--- src/hw/fpu_pkg.sv ---
/*
  package for the flash protection unit: register addresses, field positions,
  reset values and access codes.
  assumes a 16-bit register port and a 24-bit flash address space.
*/
package fpu_pkg;
  // ************************************************************
  // widths and counts
  // ************************************************************
  localparam int unsigned FPU_DW      = 16;
  localparam int unsigned FPU_AW      = 24;
  localparam int unsigned FPU_NSECT   = 10;
  localparam int unsigned FPU_NPAIR   = 16;
  // ************************************************************
  // register addresses
  // ************************************************************
  localparam logic [23:0] FPU_ADDR_DISABLE  = 24'h08dfbc;
  localparam logic [23:0] FPU_ADDR_REENABLE = 24'h08dfbe;
  localparam logic [23:0] FPU_ADDR_SECTOR   = 24'h08dfb4;
  localparam logic [23:0] FPU_ADDR_ACCDBG   = 24'h08dfb8;
  localparam logic [23:0] FPU_ADDR_TEMPUNP  = 24'h0e8000;
  // flash control register window (program/erase sequencer registers)
  localparam logic [23:0] FPU_CTRL_BASE     = 24'h080000;
  localparam logic [23:0] FPU_CTRL_LAST     = 24'h0800ff;
  // flash array data window
  localparam logic [23:0] FPU_ARRAY_BASE    = 24'h000000;
  localparam logic [23:0] FPU_ARRAY_LAST    = 24'h01ffff;
  // ************************************************************
  // field positions
  // ************************************************************
  localparam int unsigned FPU_ACCESS_PROTECT_FUSE_BIT = 0;
  localparam int unsigned FPU_DEBUG_PROTECT_FUSE_BIT = 1;
  localparam int unsigned FPU_TEMPORARY_UNPROTECT_BIT_BIT = 0;
  // ************************************************************
  // reset and trap values
  // ************************************************************
  localparam logic [15:0] FPU_FUSE_ERASED = 16'hffff;
  localparam logic [15:0] FPU_DUMMY_DATA  = 16'h0000;
  localparam logic [15:0] FPU_TRAP_NUM    = 16'h009b;
  // fuse load takes this many cycles after reset release
  localparam int unsigned FPU_LOAD_CYCLES = 4;
  // ************************************************************
  // load sequencer states
  // ************************************************************
  typedef enum logic [1:0] {
    FPU_ST_LOAD = 2'b01,
    FPU_ST_RUN  = 2'b10
  } fpu_state_t;
endpackage

--- src/hw/fpu_flash_protection_unit.sv ---
/*
  flash protection unit: fuse shadowing, access and write protection checks.
  assumes the cpu presents one access per cycle with a fetch-from-flash tag,
  and that fuse cells are read combinationally through nv_* inputs.
*/
`timescale 1ns/1ps
`default_nettype none
module fpu_flash_protection_unit
  import fpu_pkg::*;
(
  input  wire logic              core_clk,
  input  wire logic              rst_b,
  // non-volatile fuse cells
  input  wire logic [15:0]       nv_sector,
  input  wire logic [15:0]       nv_accdbg,
  input  wire logic [15:0]       nv_disable,
  input  wire logic [15:0]       nv_reenable,
  // cpu / event controller access
  input  wire logic              acc_valid,
  input  wire logic              acc_write,
  input  wire logic [23:0]       acc_addr,
  input  wire logic [15:0]       acc_wdata,
  input  wire logic              acc_from_flash,
  input  wire logic              acc_from_pec,
  // protection-setting operation from the sequencer
  input  wire logic              spr_start,
  input  wire logic [23:0]       spr_addr,
  input  wire logic [15:0]       spr_data,
  // program/erase requests by sector
  input  wire logic              pe_req,
  input  wire logic [3:0]        pe_sector,
  // results
  output logic                   acc_grant,
  output logic                   acc_trap,
  output logic [15:0]            acc_trap_num,
  output logic [15:0]            acc_rdata,
  output logic                   acc_rdata_valid,
  output logic                   pe_blocked,
  output logic                   spr_refused,
  output logic                   nv_prog,
  output logic [23:0]            nv_prog_addr,
  output logic [15:0]            nv_prog_data,
  output logic                   access_protected,
  output logic                   debug_enable,
  output logic                   loaded
);
  // ************************************************************
  // fuse load sequencing
  // ************************************************************
  fpu_state_t  state;
  logic [2:0]  load_cnt;
  logic [15:0] sh_sector;
  logic [15:0] sh_accdbg;
  logic [15:0] sh_disable;
  logic [15:0] sh_reenable;
  logic        temp_unprot;

  always_ff @(posedge core_clk or negedge rst_b) begin
    if (!rst_b) begin
      state    <= FPU_ST_LOAD;
      load_cnt <= '0;
    end else begin
      unique case (state)
        FPU_ST_LOAD: begin
          load_cnt <= load_cnt + 3'd1;
          if (load_cnt == 3'(FPU_LOAD_CYCLES - 1)) begin
            state <= FPU_ST_RUN;
          end
        end
        FPU_ST_RUN: begin
          state <= FPU_ST_RUN;
        end
      endcase
    end
  end
  assign loaded = (state == FPU_ST_RUN);

  // ************************************************************
  // protection-setting operation decode
  // ************************************************************
  logic spr_ok_dis;
  logic spr_ok_en;
  logic [15:0] dis_allow;
  logic [15:0] en_allow;
  logic spr_hit_sec;
  logic spr_hit_acc;
  logic spr_hit_dis;
  logic spr_hit_en;

  assign dis_allow[0] = ~sh_accdbg[FPU_ACCESS_PROTECT_FUSE_BIT] & ~sh_accdbg[FPU_DEBUG_PROTECT_FUSE_BIT];
  genvar g;
  generate
    for (g = 1; g < FPU_NPAIR; g++) begin : g_chain
      assign dis_allow[g] = ~sh_reenable[g-1];
    end
  endgenerate
  assign en_allow = ~sh_disable;
  assign spr_hit_sec = spr_addr == FPU_ADDR_SECTOR;
  assign spr_hit_acc = spr_addr == FPU_ADDR_ACCDBG;
  assign spr_hit_dis = spr_addr == FPU_ADDR_DISABLE;
  assign spr_hit_en  = spr_addr == FPU_ADDR_REENABLE;
  // cleared bits outside the allowed chain refuse the whole operation
  assign spr_ok_dis = ((~spr_data & sh_disable) & ~dis_allow) == 16'h0000;
  assign spr_ok_en  = ((~spr_data & sh_reenable) & ~en_allow) == 16'h0000;

  logic spr_go;
  // protected control registers reject the start
  assign spr_go = spr_start && loaded && !access_protected
                  && !(spr_hit_dis && !spr_ok_dis) && !(spr_hit_en && !spr_ok_en);

  always_ff @(posedge core_clk or negedge rst_b) begin
    if (!rst_b) begin
      spr_refused  <= 1'b0;
      nv_prog      <= 1'b0;
      nv_prog_addr <= '0;
      nv_prog_data <= FPU_FUSE_ERASED;
    end else begin
      spr_refused <= spr_start && !spr_go;
      // words reach the cells whole, ones included; the cells keep only the zeros
      // an all-ones sector word only lifts shadow bits, so pulsing the cells gains nothing
      nv_prog     <= spr_go && (spr_hit_acc || spr_hit_dis || spr_hit_en ||
                     (spr_hit_sec && spr_data != FPU_FUSE_ERASED));
      if (spr_go) begin
        nv_prog_addr <= spr_addr;
        nv_prog_data <= spr_data;
      end
    end
  end

  // ************************************************************
  // shadow registers
  // ************************************************************
  // forced protected values until load
  always_ff @(posedge core_clk or negedge rst_b) begin
    if (!rst_b) begin
      sh_sector   <= '0;
      sh_accdbg   <= '0;
      sh_disable  <= FPU_FUSE_ERASED;
      sh_reenable <= FPU_FUSE_ERASED;
    end else if (!loaded) begin
      if (load_cnt == 3'(FPU_LOAD_CYCLES - 1)) begin
        sh_sector   <= nv_sector;
        sh_accdbg   <= nv_accdbg;
        sh_disable  <= nv_disable;
        sh_reenable <= nv_reenable;
      end
    end else if (spr_go) begin
      if (spr_hit_acc) sh_accdbg   <= sh_accdbg & spr_data;
      if (spr_hit_dis) sh_disable  <= sh_disable & spr_data;
      if (spr_hit_en)  sh_reenable <= sh_reenable & spr_data;
      // sector shadow follows written value both ways
      if (spr_hit_sec) sh_sector   <= spr_data;
    end
  end

  // ************************************************************
  // temporary unprotect bit
  // ************************************************************
  logic hit_tau;
  assign hit_tau = acc_valid && acc_write && acc_addr == FPU_ADDR_TEMPUNP;
  always_ff @(posedge core_clk or negedge rst_b) begin
    if (!rst_b) begin
      temp_unprot <= 1'b0;
    end else if (hit_tau) begin
      if (acc_wdata[FPU_TEMPORARY_UNPROTECT_BIT_BIT] && acc_from_flash) begin
        temp_unprot <= 1'b1;
      end else if (!acc_wdata[FPU_TEMPORARY_UNPROTECT_BIT_BIT]) begin
        temp_unprot <= 1'b0;
      end
    end
  end

  // ************************************************************
  // protection decisions
  // ************************************************************
  logic [15:0] pair_susp;
  logic        access_protect_fuse_suspended;
  // pair x suspends while disable x zero, enable x one
  assign pair_susp      = ~sh_disable & sh_reenable;
  assign access_protect_fuse_suspended = loaded && (pair_susp != 16'h0000);
  assign access_protected = !loaded ||
         (!sh_accdbg[FPU_ACCESS_PROTECT_FUSE_BIT] && !access_protect_fuse_suspended && !temp_unprot);
  // debug allowed only with erased fuse
  assign debug_enable = loaded && sh_accdbg[FPU_DEBUG_PROTECT_FUSE_BIT];

  logic in_array;
  logic in_ctrl;
  logic deny;
  assign in_array = acc_addr <= FPU_ARRAY_LAST;
  assign in_ctrl  = acc_addr >= FPU_CTRL_BASE && acc_addr <= FPU_CTRL_LAST;
  // in the array flash-fetched cpu code passes, others refused; control writes refused from any source
  assign deny = access_protected && (
                (in_array && (!acc_from_flash || acc_from_pec)) ||
                (in_ctrl && acc_write));
  assign acc_grant = acc_valid && !deny;

  // dummy data on refused reads; trap only on refused array reads not from the pec
  always_ff @(posedge core_clk or negedge rst_b) begin
    if (!rst_b) begin
      acc_trap        <= 1'b0;
      acc_trap_num    <= '0;
      acc_rdata       <= '0;
      acc_rdata_valid <= 1'b0;
    end else begin
      acc_trap        <= acc_valid && !acc_write && deny && in_array && !acc_from_pec;
      acc_trap_num    <= FPU_TRAP_NUM;
      acc_rdata_valid <= acc_valid && !acc_write && deny;
      acc_rdata       <= FPU_DUMMY_DATA;
    end
  end

  always_ff @(posedge core_clk or negedge rst_b) begin
    if (!rst_b) begin
      pe_blocked <= 1'b0;
    end else begin
      pe_blocked <= pe_req && (!loaded || access_protected ||
                    (pe_sector < 4'(FPU_NSECT) && !sh_sector[pe_sector]));
    end
  end

  // ************************************************************
  // assertions
  // ************************************************************
  // refusals are judged from the shadow bits, not from the allow vectors
  unprot_load_a: assert property (@(posedge core_clk) disable iff (!rst_b)
    !loaded |-> access_protected) else $error("unprotected before load");
  tau_src_a: assert property (@(posedge core_clk) disable iff (!rst_b)
    $rose(temp_unprot) |-> $past(acc_from_flash)) else $error("temp set not from flash");
  tau_clr_a: assert property (@(posedge core_clk) disable iff (!rst_b)
    (hit_tau && !acc_wdata[FPU_TEMPORARY_UNPROTECT_BIT_BIT]) |=> !temp_unprot)
    else $error("temp bit not cleared");
  trap_read_a: assert property (@(posedge core_clk) disable iff (!rst_b)
    (acc_valid && !acc_write && deny && in_array && !acc_from_pec) |=> acc_trap
    && acc_trap_num == 16'h009b) else $error("missing trap");
  otp_a: assert property (@(posedge core_clk) disable iff (!rst_b)
    loaded && $past(loaded) |-> (sh_disable & ~$past(sh_disable)) == 16'h0000)
    else $error("fuse bit rose");
  dis_chain_a: assert property (@(posedge core_clk) disable iff (!rst_b)
    (spr_start && spr_hit_dis && !spr_data[0] && sh_disable[0]
     && (sh_accdbg[FPU_ACCESS_PROTECT_FUSE_BIT] || sh_accdbg[FPU_DEBUG_PROTECT_FUSE_BIT])) |=> spr_refused)
    else $error("disable bit 0 out of order");
  en_chain_a: assert property (@(posedge core_clk) disable iff (!rst_b)
    (spr_start && spr_hit_en && (~spr_data & sh_reenable & sh_disable) != 16'h0000)
    |=> spr_refused) else $error("enable bit before its disable");
  spr_prot_a: assert property (@(posedge core_clk) disable iff (!rst_b)
    (spr_start && access_protected) |=> spr_refused && !nv_prog)
    else $error("setting op while protected");
  sect_one_a: assert property (@(posedge core_clk) disable iff (!rst_b)
    (spr_start && spr_hit_sec && spr_data == FPU_FUSE_ERASED) |=> !nv_prog)
    else $error("ones reached cells");
  pec_deny_a: assert property (@(posedge core_clk) disable iff (!rst_b)
    (access_protected && acc_valid && acc_from_pec && in_array) |-> !acc_grant)
    else $error("pec passed");
  ctrl_wr_a: assert property (@(posedge core_clk) disable iff (!rst_b)
    (access_protected && acc_valid && acc_write && in_ctrl) |-> !acc_grant)
    else $error("control write passed");
  dbg_a: assert property (@(posedge core_clk) disable iff (!rst_b)
    (loaded && $past(loaded) && !$past(debug_enable)) |-> !debug_enable)
    else $error("debug came back");
  sect_a: assert property (@(posedge core_clk) disable iff (!rst_b)
    (pe_req && loaded && pe_sector < 4'd10 && !sh_sector[pe_sector]) |=> pe_blocked)
    else $error("sector not blocked");
  // ************************************************************
  // cover points
  // ************************************************************
  c_load_c: cover property (@(posedge core_clk) $rose(loaded));
  c_tau_c: cover property (@(posedge core_clk) $rose(temp_unprot));
  c_trap_c: cover property (@(posedge core_clk) acc_trap);
  c_susp_c: cover property (@(posedge core_clk) access_protect_fuse_suspended && !temp_unprot);
  c_refuse_c: cover property (@(posedge core_clk) spr_refused);
endmodule
`default_nettype wire

--- config.mk ---
export PLATFORM = sky130hd
export DESIGN_NAME = fpu_flash_protection_unit
export DESIGN_NICKNAME = d
export VERILOG_FILES = /design/src/hw/fpu_pkg.sv /design/src/hw/fpu_flash_protection_unit.sv
export SDC_FILE = /design/constraint.sdc
export NUM_CORES = 1
export LEC_CHECK = 0
export BUFFER_PORTS_ARGS = -buffer_cell sky130_fd_sc_hd__buf_2
export CAP_MARGIN = 25
export CORE_ASPECT_RATIO = 0.7
export CORE_MARGIN = 2
export CORE_UTILIZATION = 48
export DETAILED_ROUTE_END_ITERATION = 16
export HOLD_SLACK_MARGIN = 0.1
export PLACE_DENSITY_LB_ADDON = 0.15
export SLEW_MARGIN = 20
export SYNTH_ARGS = -nofsm -noshare
export SYNTH_HDL_FRONTEND = slang
export SYNTH_SLANG_ARGS = --single-unit
--- constraint.sdc ---
create_clock -name core_clk -period 2.8 [get_ports core_clk]
set_input_delay 0.42 -clock core_clk [delete_from_list [all_inputs] [get_ports core_clk]]
set_output_delay 0.42 -clock core_clk [all_outputs]
set_load 0.005 [all_outputs]
# Yosys cells after proc, flatten, opt, wreduce, memory -nomap -nowiden
# Index checks and enable logic that the tools add are counted.
word_totals:
  regBits: 116
  in_bits: 156
  out_inout_bits: 81
  word_cells: 148
op_classes:
  n_addsub: 1
  order_cmp: 5
  eq_ne: 16
  muxes: 22
  bitwise_logic: 30
  n_reduce_logical: 59
op_table:
  columns: ["cell", "count"]
  rows:
  - ["$mux W16", 16]
  - ["$and A16 B16 Y16", 8]
  - ["$eq A24 B20 Y1 const B", 5]
  - ["$not A16 Y16", 4]
  - ["$logic_not A16 Y1", 2]
  - ["$logic_and A1 B1 Y1", 27]
  - ["$ge A24 B20 Y1 const B", 1]
  - ["$le A24 B17 Y1 const B", 1]
  - ["$le A24 B20 Y1 const B", 1]
  - ["$not A1 Y1", 17]
  - ["$ne A16 B16 Y1 const B", 1]
  - ["$reduce_bool A16 Y1", 1]
  - ["$logic_not A1 Y1", 15]
  - ["$ne A2 B1 Y1 const B", 6]
  - ["$reduce_and A3 Y1", 4]
  - ["$logic_or A1 B1 Y1", 8]
  - ["$lt A4 B5 Y1 const B", 1]
  - ["$bmux W1 S4", 1]
  - ["$lt A4 B4 Y1 const B", 1]
  - ["$pmux W2 S2", 1]
  - ["$add A3 B1 Y3 const B", 1]
  - ["$eq A3 B2 Y1 const B", 1]
  - ["$mux W1", 3]
  - ["$eq A2 B1 Y1 const B", 1]
  - ["6 further kinds", 6]

# Logic depth before layout (Yosys ltp)
# Gate-level depths: netlist (run 1).
depth:
  word_depth: 14
  ltp_mapped: 9
  ltp_nobuf: 6

# Worst setup path before layout (run 1)
# OpenSTA, ideal clock, no wires.
synth_path:
  path_kind: "in2reg"
  start: "input port spr_addr[6]"
  end: "register nv_prog_addr[10]"
  arrival_time_ns: 2.182
  required_ns: 2.675
  path_slack_ns: 0.493
  path_stages: 7
  path_buffers: 1
  cell_sequence: "nand4b_1 or3_4 or3_4 nor4b_4 nor3b_4 buf_6 mux2_4"
synth_via:
  elab_chain_cells: 5
  word_cells_on_any_way: 8
  cone_classes: "eq/ne: 2; reduce/logical: 6"
synth_lines:
  columns: ["item", "line_no", "rtl"]
  rows:
  - ["from (decl)", "fpu_flash_protection_unit.sv:27", "input wire logic [23:0] spr_addr,"]
  - ["$eq A24 B20 Y1", "fpu_flash_protection_unit.sv:100", "assign spr_hit_dis = spr_addr == FPU_ADDR_DISABLE;"]
  - ["$logic_and A1 B1 Y1", "fpu_flash_protection_unit.sv:109", "&& !(spr_hit_dis && !spr_ok_dis) && !(spr_hit_en && !spr_ok_en);"]
  - ["$logic_not A1 Y1", "fpu_flash_protection_unit.sv:109", null]
  - ["$logic_and A1 B1 Y1", "fpu_flash_protection_unit.sv:109", null]
  - ["$logic_and A1 B1 Y1 *", "fpu_flash_protection_unit.sv:109", null]
  - ["to (signal assigned)", "fpu_flash_protection_unit.sv:124", "nv_prog_addr <= spr_addr;"]
  - ["to (decl)", "fpu_flash_protection_unit.sv:41", "output logic [23:0] nv_prog_addr,"]
# Mark *: on every way between the ends. The rest lies on a longest branch, timed or not.
# A chain may end at the register's enable or synchronous reset.

# Final worst setup path (run 1)
layout_path:
  start: "register sh_disable[0]"
  end: "output port acc_grant"
layout_via:
  elab_chain_cells: 11
layout_lines:
  columns: ["item", "line_no", "rtl"]
  rows:
  - ["from (decl)", "fpu_flash_protection_unit.sv:54", "logic [15:0] sh_disable;"]
  - ["from (signal assigned)", "fpu_flash_protection_unit.sv:144", "sh_disable <= nv_disable;"]
  - ["from (signal assigned)", "fpu_flash_protection_unit.sv:149", "if (spr_hit_dis) sh_disable <= sh_disable & spr_data;"]
  - ["$not A16 Y16", "fpu_flash_protection_unit.sv:179", "assign pair_susp = ~sh_disable & sh_reenable;"]
  - ["$and A16 B16 Y16", "fpu_flash_protection_unit.sv:179", null]
  - ["$reduce_bool A16 Y1", "fpu_flash_protection_unit.sv:180", "assign access_protect_fuse_suspended = loaded && (pair_susp != 16'h0000);"]
  - ["$logic_and A1 B1 Y1", "fpu_flash_protection_unit.sv:180", null]
  - ["$logic_not A1 Y1", "fpu_flash_protection_unit.sv:182", "(!sh_accdbg[FPU_ACCESS_PROTECT_FUSE_BIT] && !access_protect_fuse_suspended && !temp_unprot);"]
  - ["$logic_and A1 B1 Y1 (2 in a row)", "fpu_flash_protection_unit.sv:182", null]
  - ["$logic_or A1 B1 Y1", "fpu_flash_protection_unit.sv:181", "assign access_protected = !loaded ||"]
  - ["$logic_and A1 B1 Y1", "fpu_flash_protection_unit.sv:192", "assign deny = access_protected && ("]
  - ["$logic_not A1 Y1", "fpu_flash_protection_unit.sv:195", "assign acc_grant = acc_valid && !deny;"]
  - ["$logic_and A1 B1 Y1", "fpu_flash_protection_unit.sv:195", null]
  - ["to (decl)", "fpu_flash_protection_unit.sv:33", "output logic acc_grant,"]
# No other way between the ends.

==> results.json, run 1 <==
{
  "outcome": "completed",
  "antenna_cells": 0,
  "drcViolationCount": 0,
  "seqPwrFrac_pct": 46.0,
  "ir_worst_vdd_mv": 0.341,
  "antenna_found_initial": 0,
  "hold_viol": 0,
  "worstPathArrival_ns": 2.19,
  "final_max_slew_viol_count": 0,
  "netSwitchingPower_uw": 778,
  "total_leakage_power_uw": 0.00346,
  "area_delta_synth_final_pct": 25.8,
  "synth_cell_types": 54,
  "critPathRequiredTime_ns": 2.38,
  "period_share_pct": 93.1,
  "synthSimpleGateAreaFrac_pct": 18.1,
  "gp_congestion": 0.920,
  "clockPowerShare_pct": 41.2,
  "instances_no_fill": 826,
  "synth_cells": 481,
  "clkTransAtPathRegs_ns": 0.07,
  "clock-sinks": 96,
  "timing.fmax_ghz": 0.383,
  "gr-usage-all-layers_pct": 25.7,
  "synth_top_family_by_area": "simple AND/OR/NAND/NOR gates",
  "yosysWarnings": 0,
  "grt_max_degree": 41,
  "h-tree-depth": 3,
  "hold_path_class": "input pin to flop",
  "synth_flop_cell": "dfstp_2",
  "mappedNetlistArea_sq_um": 5500,
  "rsz0062_at_grt": "no",
  "setup_viol": 0,
  "p_sw_share_pct": 23.8,
  "endpoint_kind": "output port",
  "drt-total-wl_mm": 15.9,
  "p_per_area_nw_per_um2": 472,
  "avgSynthCellArea_sq_um": 11.4,
  "placed_cell_area_sq_um": 6570,
  "yosys.area_share.xor_xnor_pct": 0.159,
  "rrSetupSlack_ns": 0.24,
  "core-area_sq_um": 11100,
  "finalCriticalPeriod_ns": 2.61,
  "drtAntennaViolNets": 0,
  "synth_compound_area_share_pct": 13.8,
  "cp-start-kind": "flop",
  "max-slew-margin-rel_pct": 54.2,
  "p_int_uw": 2490,
  "final_cell_area_sq_um": 6920,
  "synth_edf_count": 0,
  "tns_ns": 0,
  "grt_first_pass_wirelength_mm": 24.6,
  "first_pass_iters": 6,
  "gr-total-overflow": 0,
  "setup_slack_ns": 0.192,
  "fillers": 956,
  "worst_pin_slew_ns": 0.683,
  "worstSkewPairLatency_ns": 0.35,
  "grt_pass1_vias": 4543,
  "io_pins": 237,
  "die_w_um": 132,
  "ys_ff_latch": 96,
  "drive_gt1_share_pct": 49.6,
  "wl_per_cell_um": 19.3,
  "layout.nets": 826,
  "hold_path_startpoint": "pe_req",
  "viasPerCell": 5.64,
  "pwr-share-comb_pct": 12.9,
  "ff2ff_path_depth": 8,
  "holdPathStages": 2,
  "post-place-ws_ns": 0.159,
  "crit_fanout": 4,
  "maxCapViolCount": 0,
  "die_area_sq_um": 12300,
  "rows": 32,
  "initialDrtViolationCount": 331,
  "numPortBuffers": 174,
  "num_vias": 4662,
  "cts_tree": "built",
  "rr_startpoint": "sh_disable[0]",
  "skew_ns": 0.00681,
  "critPathLaunch": "sh_disable[0]",
  "synthAdderAreaFrac_pct": 0.455,
  "dp_cells": 808,
  "hpwl_mm": 12.0,
  "die-height_um": 93.6,
  "root_buffer": "clkbuf_16",
  "cts_buffer_depth": 2,
  "hold_path_end": "pe_blocked",
  "initial_core_util_pct": 49.6,
  "seq_area_frac_synth_pct": 44.8,
  "rr_endpoint": "nv_prog_addr[6]",
  "cts_made_buffers": 9,
  "power_uw": 3260,
  "crit_type": "flop to output port",
  "synthMuxAreaShare_pct": 14.6,
  "async_flop_share_pct": 100
}
[power by group through the flow]
stage               Sequential, uW  Combinational, uW  Clock (uW)
floorplan                     1530                199           0
global placement              1520                414           0
detailed placement            1520                419           0
CTS                           1500                423        1360
global route                  1510                456        1420
finish                        1500                420        1340
[worst max-delay path: stages (launching register included)]
cell and delay, ns:
dfstp_2 0.58, inv_1 0.07, a2111oi_0 0.42, nand4_1 0.20
o21ai_0 0.19, buf_4 0.17, a21boi_0 0.08, buf_2 0.15
[logic make-up (layout without fill, tap and decap cells)]
kind of cell | after synthesis | in the layout
buf+inv | 72 | 238
xor+xnor | 1 | 1
simple gates | 160 | 160
flops | 96 | 96
fa+ha+maj | 2 | 2
compound gates | 93 | 93
other cells | 2 | 28
mux | 55 | 55
[flip-flops by register name, summed over array words and instances (netlist names), 2 cells and up]
| signal | flops |
|---|---|
| state | 2 |
| sh_sector | 10 |
| nv_prog_data | 16 |
| nv_prog_addr | 24 |
| sh_reenable | 16 |
| sh_disable | 16 |
| load_cnt | 3 |
| sh_accdbg | 2 |
[Yosys cell counts (all sizes together), types with 3 or more instances]
master	count	area share, %
nand3b	23	3.1
nor4	5	0.57
nand2b	4	0.45
buf	40	5.7
a2111oi	3	0.48
o21ai	22	2.0
and3b	5	0.80
nand4	14	1.6
nand2	52	3.5
or3	3	0.52
o211a	16	2.9
a32oi	18	2.9
nor2	5	0.34
or4	19	2.6
nor4b	3	0.86
nor3	5	0.64
inv	16	1.1
a21oi	3	0.27
a221o	16	2.9
dfrtp	47	21
clkbuf	16	1.1
mux2	52	14
dfstp	49	23
nor2b	11	1.3
a31oi	4	0.45
[worst max-delay path by stage]
stage / end / slack, ns / cells after the start
finish: acc_grant / 0.19 / 7
floorplan: nv_prog_addr[10] / 0.49 / 7
global placement: sh_reenable[0] / 0.08 / 7
detailed placement: nv_prog_addr[7] / 0.16 / 7
global route: acc_grant / 0.009 / 7
CTS: acc_grant / 0.007 / 7
[stage by stage]
stage	hold slack [ns]	util, %
floorplan	0.124	-
global placement	0.439	59.1
detailed placement	0.435	59.2
CTS	0.277	62.2
global route	0.273	62.4
finish	0.284	62.4
[cell usage in the layout, fill, tap and decap left out, types with 12 or more instances in the layout]
cell type	count
conb_1	28
dfstp_2	49
buf_4	27
buf_2	173
dfrtp_1	47
mux2_4	43
nand3b_1	23
a221o_1	16
nand2_1	52
o211a_1	16
or4_1	19
a32oi_1	18
nand4_1	14
o21ai_0	12
inv_1	16
[area by class of cell]
| cell class | instances | area (sq um) | share of cell area [%] |
|---|---|---|---|
| clock buffer | 10 | 229 | 3.31 |
| clock inverter | 6 | 91.3 | 1.32 |
| inverter | 16 | 60.1 | 0.868 |
| multi-input combinational | 339 | 2710 | 39.2 |
| sequential | 96 | 2460 | 35.6 |
| tap | 153 | 191 | 2.77 |
| timing repair buffer | 206 | 1170 | 16.9 |
[per-layer routing]
layer,wire length [um],GRT usage [%]
met1,7370,37.5
met2,6990,38.3
met3,1320,6.02
met4,257,6.97
met5,0,0
[timing repair]
action	CTS	global route
buffers inserted	0	1
hold buffers	1	0
setup endpoints to repair	1	2
gates resized for setup	1	3
gates cloned	0	0
pin swaps	1	1
hold endpoints to repair	20	0
No activity file was read; power rests on OpenSTA's default activity.
==> inputs of run 2 (changes only) <==
--- a/config.mk
+++ b/config.mk
@@ -15,3 +15,2 @@
 export PLACE_DENSITY_LB_ADDON = 0.15
-export SLEW_MARGIN = 20
 export SYNTH_ARGS = -nofsm -noshare
==> constraint.sdc (replaced) <==
create_clock -name core_clk -period 2.8 [get_ports core_clk]
set_input_delay 0.14 -clock core_clk [delete_from_list [all_inputs] [get_ports core_clk]]
set_output_delay 0.14 -clock core_clk [all_outputs]
set_load 0.005 [all_outputs]
==> results.json, run 2 (synthesis results as in run 1) <==
{
  "largest_reg_flops": 24,
  "die-height_um": 93.6,
  "final_max_slew_viol_count": 0,
  "finalCriticalPeriod_ns": 2.68,
  "grt_max_degree": 51,
  "total_leakage_power_uw": 0.00366,
  "viasPerCell": 5.70,
  "initialDrtViolationCount": 491,
  "root_buffer": "clkbuf_16",
  "fillers": 846,
  "worstPathArrival_ns": 2.91,
  "crit_type": "flop to flop",
  "timing.fmax_ghz": 0.373,
  "rsz0062_at_grt": "no",
  "area_delta_synth_final_pct": 35.2,
  "setup_viol": 0,
  "final_common_cell": "buf_2",
  "hpwl_mm": 12.0,
  "layout.nets": 878,
  "max-slew-margin-rel_pct": 52.0,
  "ir_worst_vdd_mv": 0.364,
  "antenna_cells": 0,
  "drtAntennaViolNets": 0,
  "cts_setup_buffers": 0,
  "pwr-share-comb_pct": 14.8,
  "slowest_stage": "dfstp_2",
  "gp_congestion": 0.940,
  "path_buf_inv": 1,
  "drt-total-wl_mm": 17.1,
  "gr-total-overflow": 0,
  "die_w_um": 132,
  "netSwitchingPower_uw": 815,
  "skew_ns": 0.00846,
  "drive_gt1_share_pct": 44.7,
  "slowest_delay_ns": 0.58,
  "h-tree-depth": 3,
  "critPathRequiredTime_ns": 3.03,
  "die_area_sq_um": 12300,
  "multi_input_area_sq_um": 2700,
  "worst_pin_slew_ns": 0.719,
  "initial_core_util_pct": 49.6,
  "tns_ns": 0,
  "seqPwrFrac_pct": 45.9,
  "cts_tree": "built",
  "antenna_found_initial": 0,
  "final_cell_mix": "buf_2 (173), dlygate4sd3_1 (61), nand2_1 (52)",
  "wl_per_cell_um": 19.5,
  "first_pass_iters": 6,
  "maxCapViolCount": 0,
  "grt_first_pass_wirelength_mm": 26.5,
  "clockPowerShare_pct": 39.3,
  "register_area_sq_um": 2460,
  "hold_path_class": "input pin to flop",
  "rows": 32,
  "worstSkewPairLatency_ns": 0.35,
  "numPortBuffers": 174,
  "clkTransAtPathRegs_ns": 0.07,
  "cts_made_buffers": 9,
  "hold_viol": 0,
  "core-area_sq_um": 11100,
  "post-place-ws_ns": 0.0891,
  "p_per_area_nw_per_um2": 439,
  "rrSetupSlack_ns": 0.12,
  "grt_pass1_vias": 4862,
  "outcome": "completed",
  "gr-usage-all-layers_pct": 27.7,
  "p_sw_share_pct": 24.9,
  "clock-sinks": 96,
  "io_pins": 237,
  "cts_buffer_depth": 2,
  "crit_fanout": 15,
  "top_register": "nv_prog_addr",
  "drcViolationCount": 0,
  "setup_slack_ns": 0.117,
  "p_int_uw": 2450,
  "cp_top_family": "compound AO/OA/AOI/OAI gates",
  "worstPathCellList": "nor2b_1 -> a2111oi_1 -> nand4_1 -> o211ai_1 -> nor3b_4 -> buf_4 -> mux2_4",
  "cp-start-kind": "flop",
  "period_share_pct": 95.8,
  "endpoint_kind": "flop",
  "num_vias": 5003
}
## run 2: repair_timing
| item | in CTS | in global routing |
|---|---|---|
| hold buffers | 61 | 0 |
| hold endpoints to repair | 87 | 0 |
| gates resized for setup | 0 | 1 |
| endpoints found under the setup margin | 0 | 34 |
## run 2: worst paths after layout
| kind | startpoint | endpoint | cells after the start |
|---|---|---|---|
| setup / recovery | sh_disable[4] | nv_prog_addr[7] | 7 |
| hold / removal | nv_sector[0] | sh_sector[0] | 4 |
| setup reg to reg | sh_disable[4] | nv_prog_addr[7] | 7 |
| hold reg to reg | load_cnt[2] | load_cnt[2] | 2 |
| max in group asynchronous | rst_b | nv_prog_data[5] | 3 |
| min in group asynchronous | rst_b | load_cnt[1] | 2 |
## run 2: layer usage
layer	part of all wire (%)	global-route usage [%]
met5	0	1.28
met4	1.6	7.52
met2	46	42.6
met1	45	39.5
met3	8.2	5.96
## run 2: metrics by stage
step	power, uW	util (%)	area, sq um	hold WS, ns	std cells
after floorplan	1730	-	5600	-0.156	507
after detailed placement	1940	58.7	6520	0.214	801
after global routing	3390	67.0	7430	0.116	878
after CTS	3280	67.0	7430	0.104	878
final	3270	67.0	7430	0.111	878
after global placement	1930	58.6	6500	0.208	800
## run 2: final cells by class
| cell class | instances | share of cell area (%) |
|---|---|---|
| Sequential cell | 96 | 33.1 |
| Clock buffer | 10 | 3.08 |
| Tap cell | 153 | 2.57 |
| Multi-Input combinational cell | 339 | 36.3 |
| Inverter | 16 | 0.808 |
| Clock inverter | 6 | 1.06 |
| Timing Repair Buffer | 258 | 23.0 |
## run 2: power groups by stage
stage / combinational [uW] / clock, uW / sequential, uW
6_report: 484 / 1280 / 1500
5_1_grt: 524 / 1360 / 1510
4_1_cts: 482 / 1300 / 1500
3_5_place_dp: 416 / 0 / 1520
3_3_place_gp: 408 / 0 / 1520
2_1_floorplan: 199 / 0 / 1530
## run 2: worst reg2reg max path, cell delays in order, from the launching register on
cell       delay [ns]
dfstp_2          0.58
nor2b_1          0.06
a2111oi_1        0.54
nand4_1          0.30
o211ai_1         0.42
nor3b_4          0.11
buf_4            0.24
mux2_4           0.33
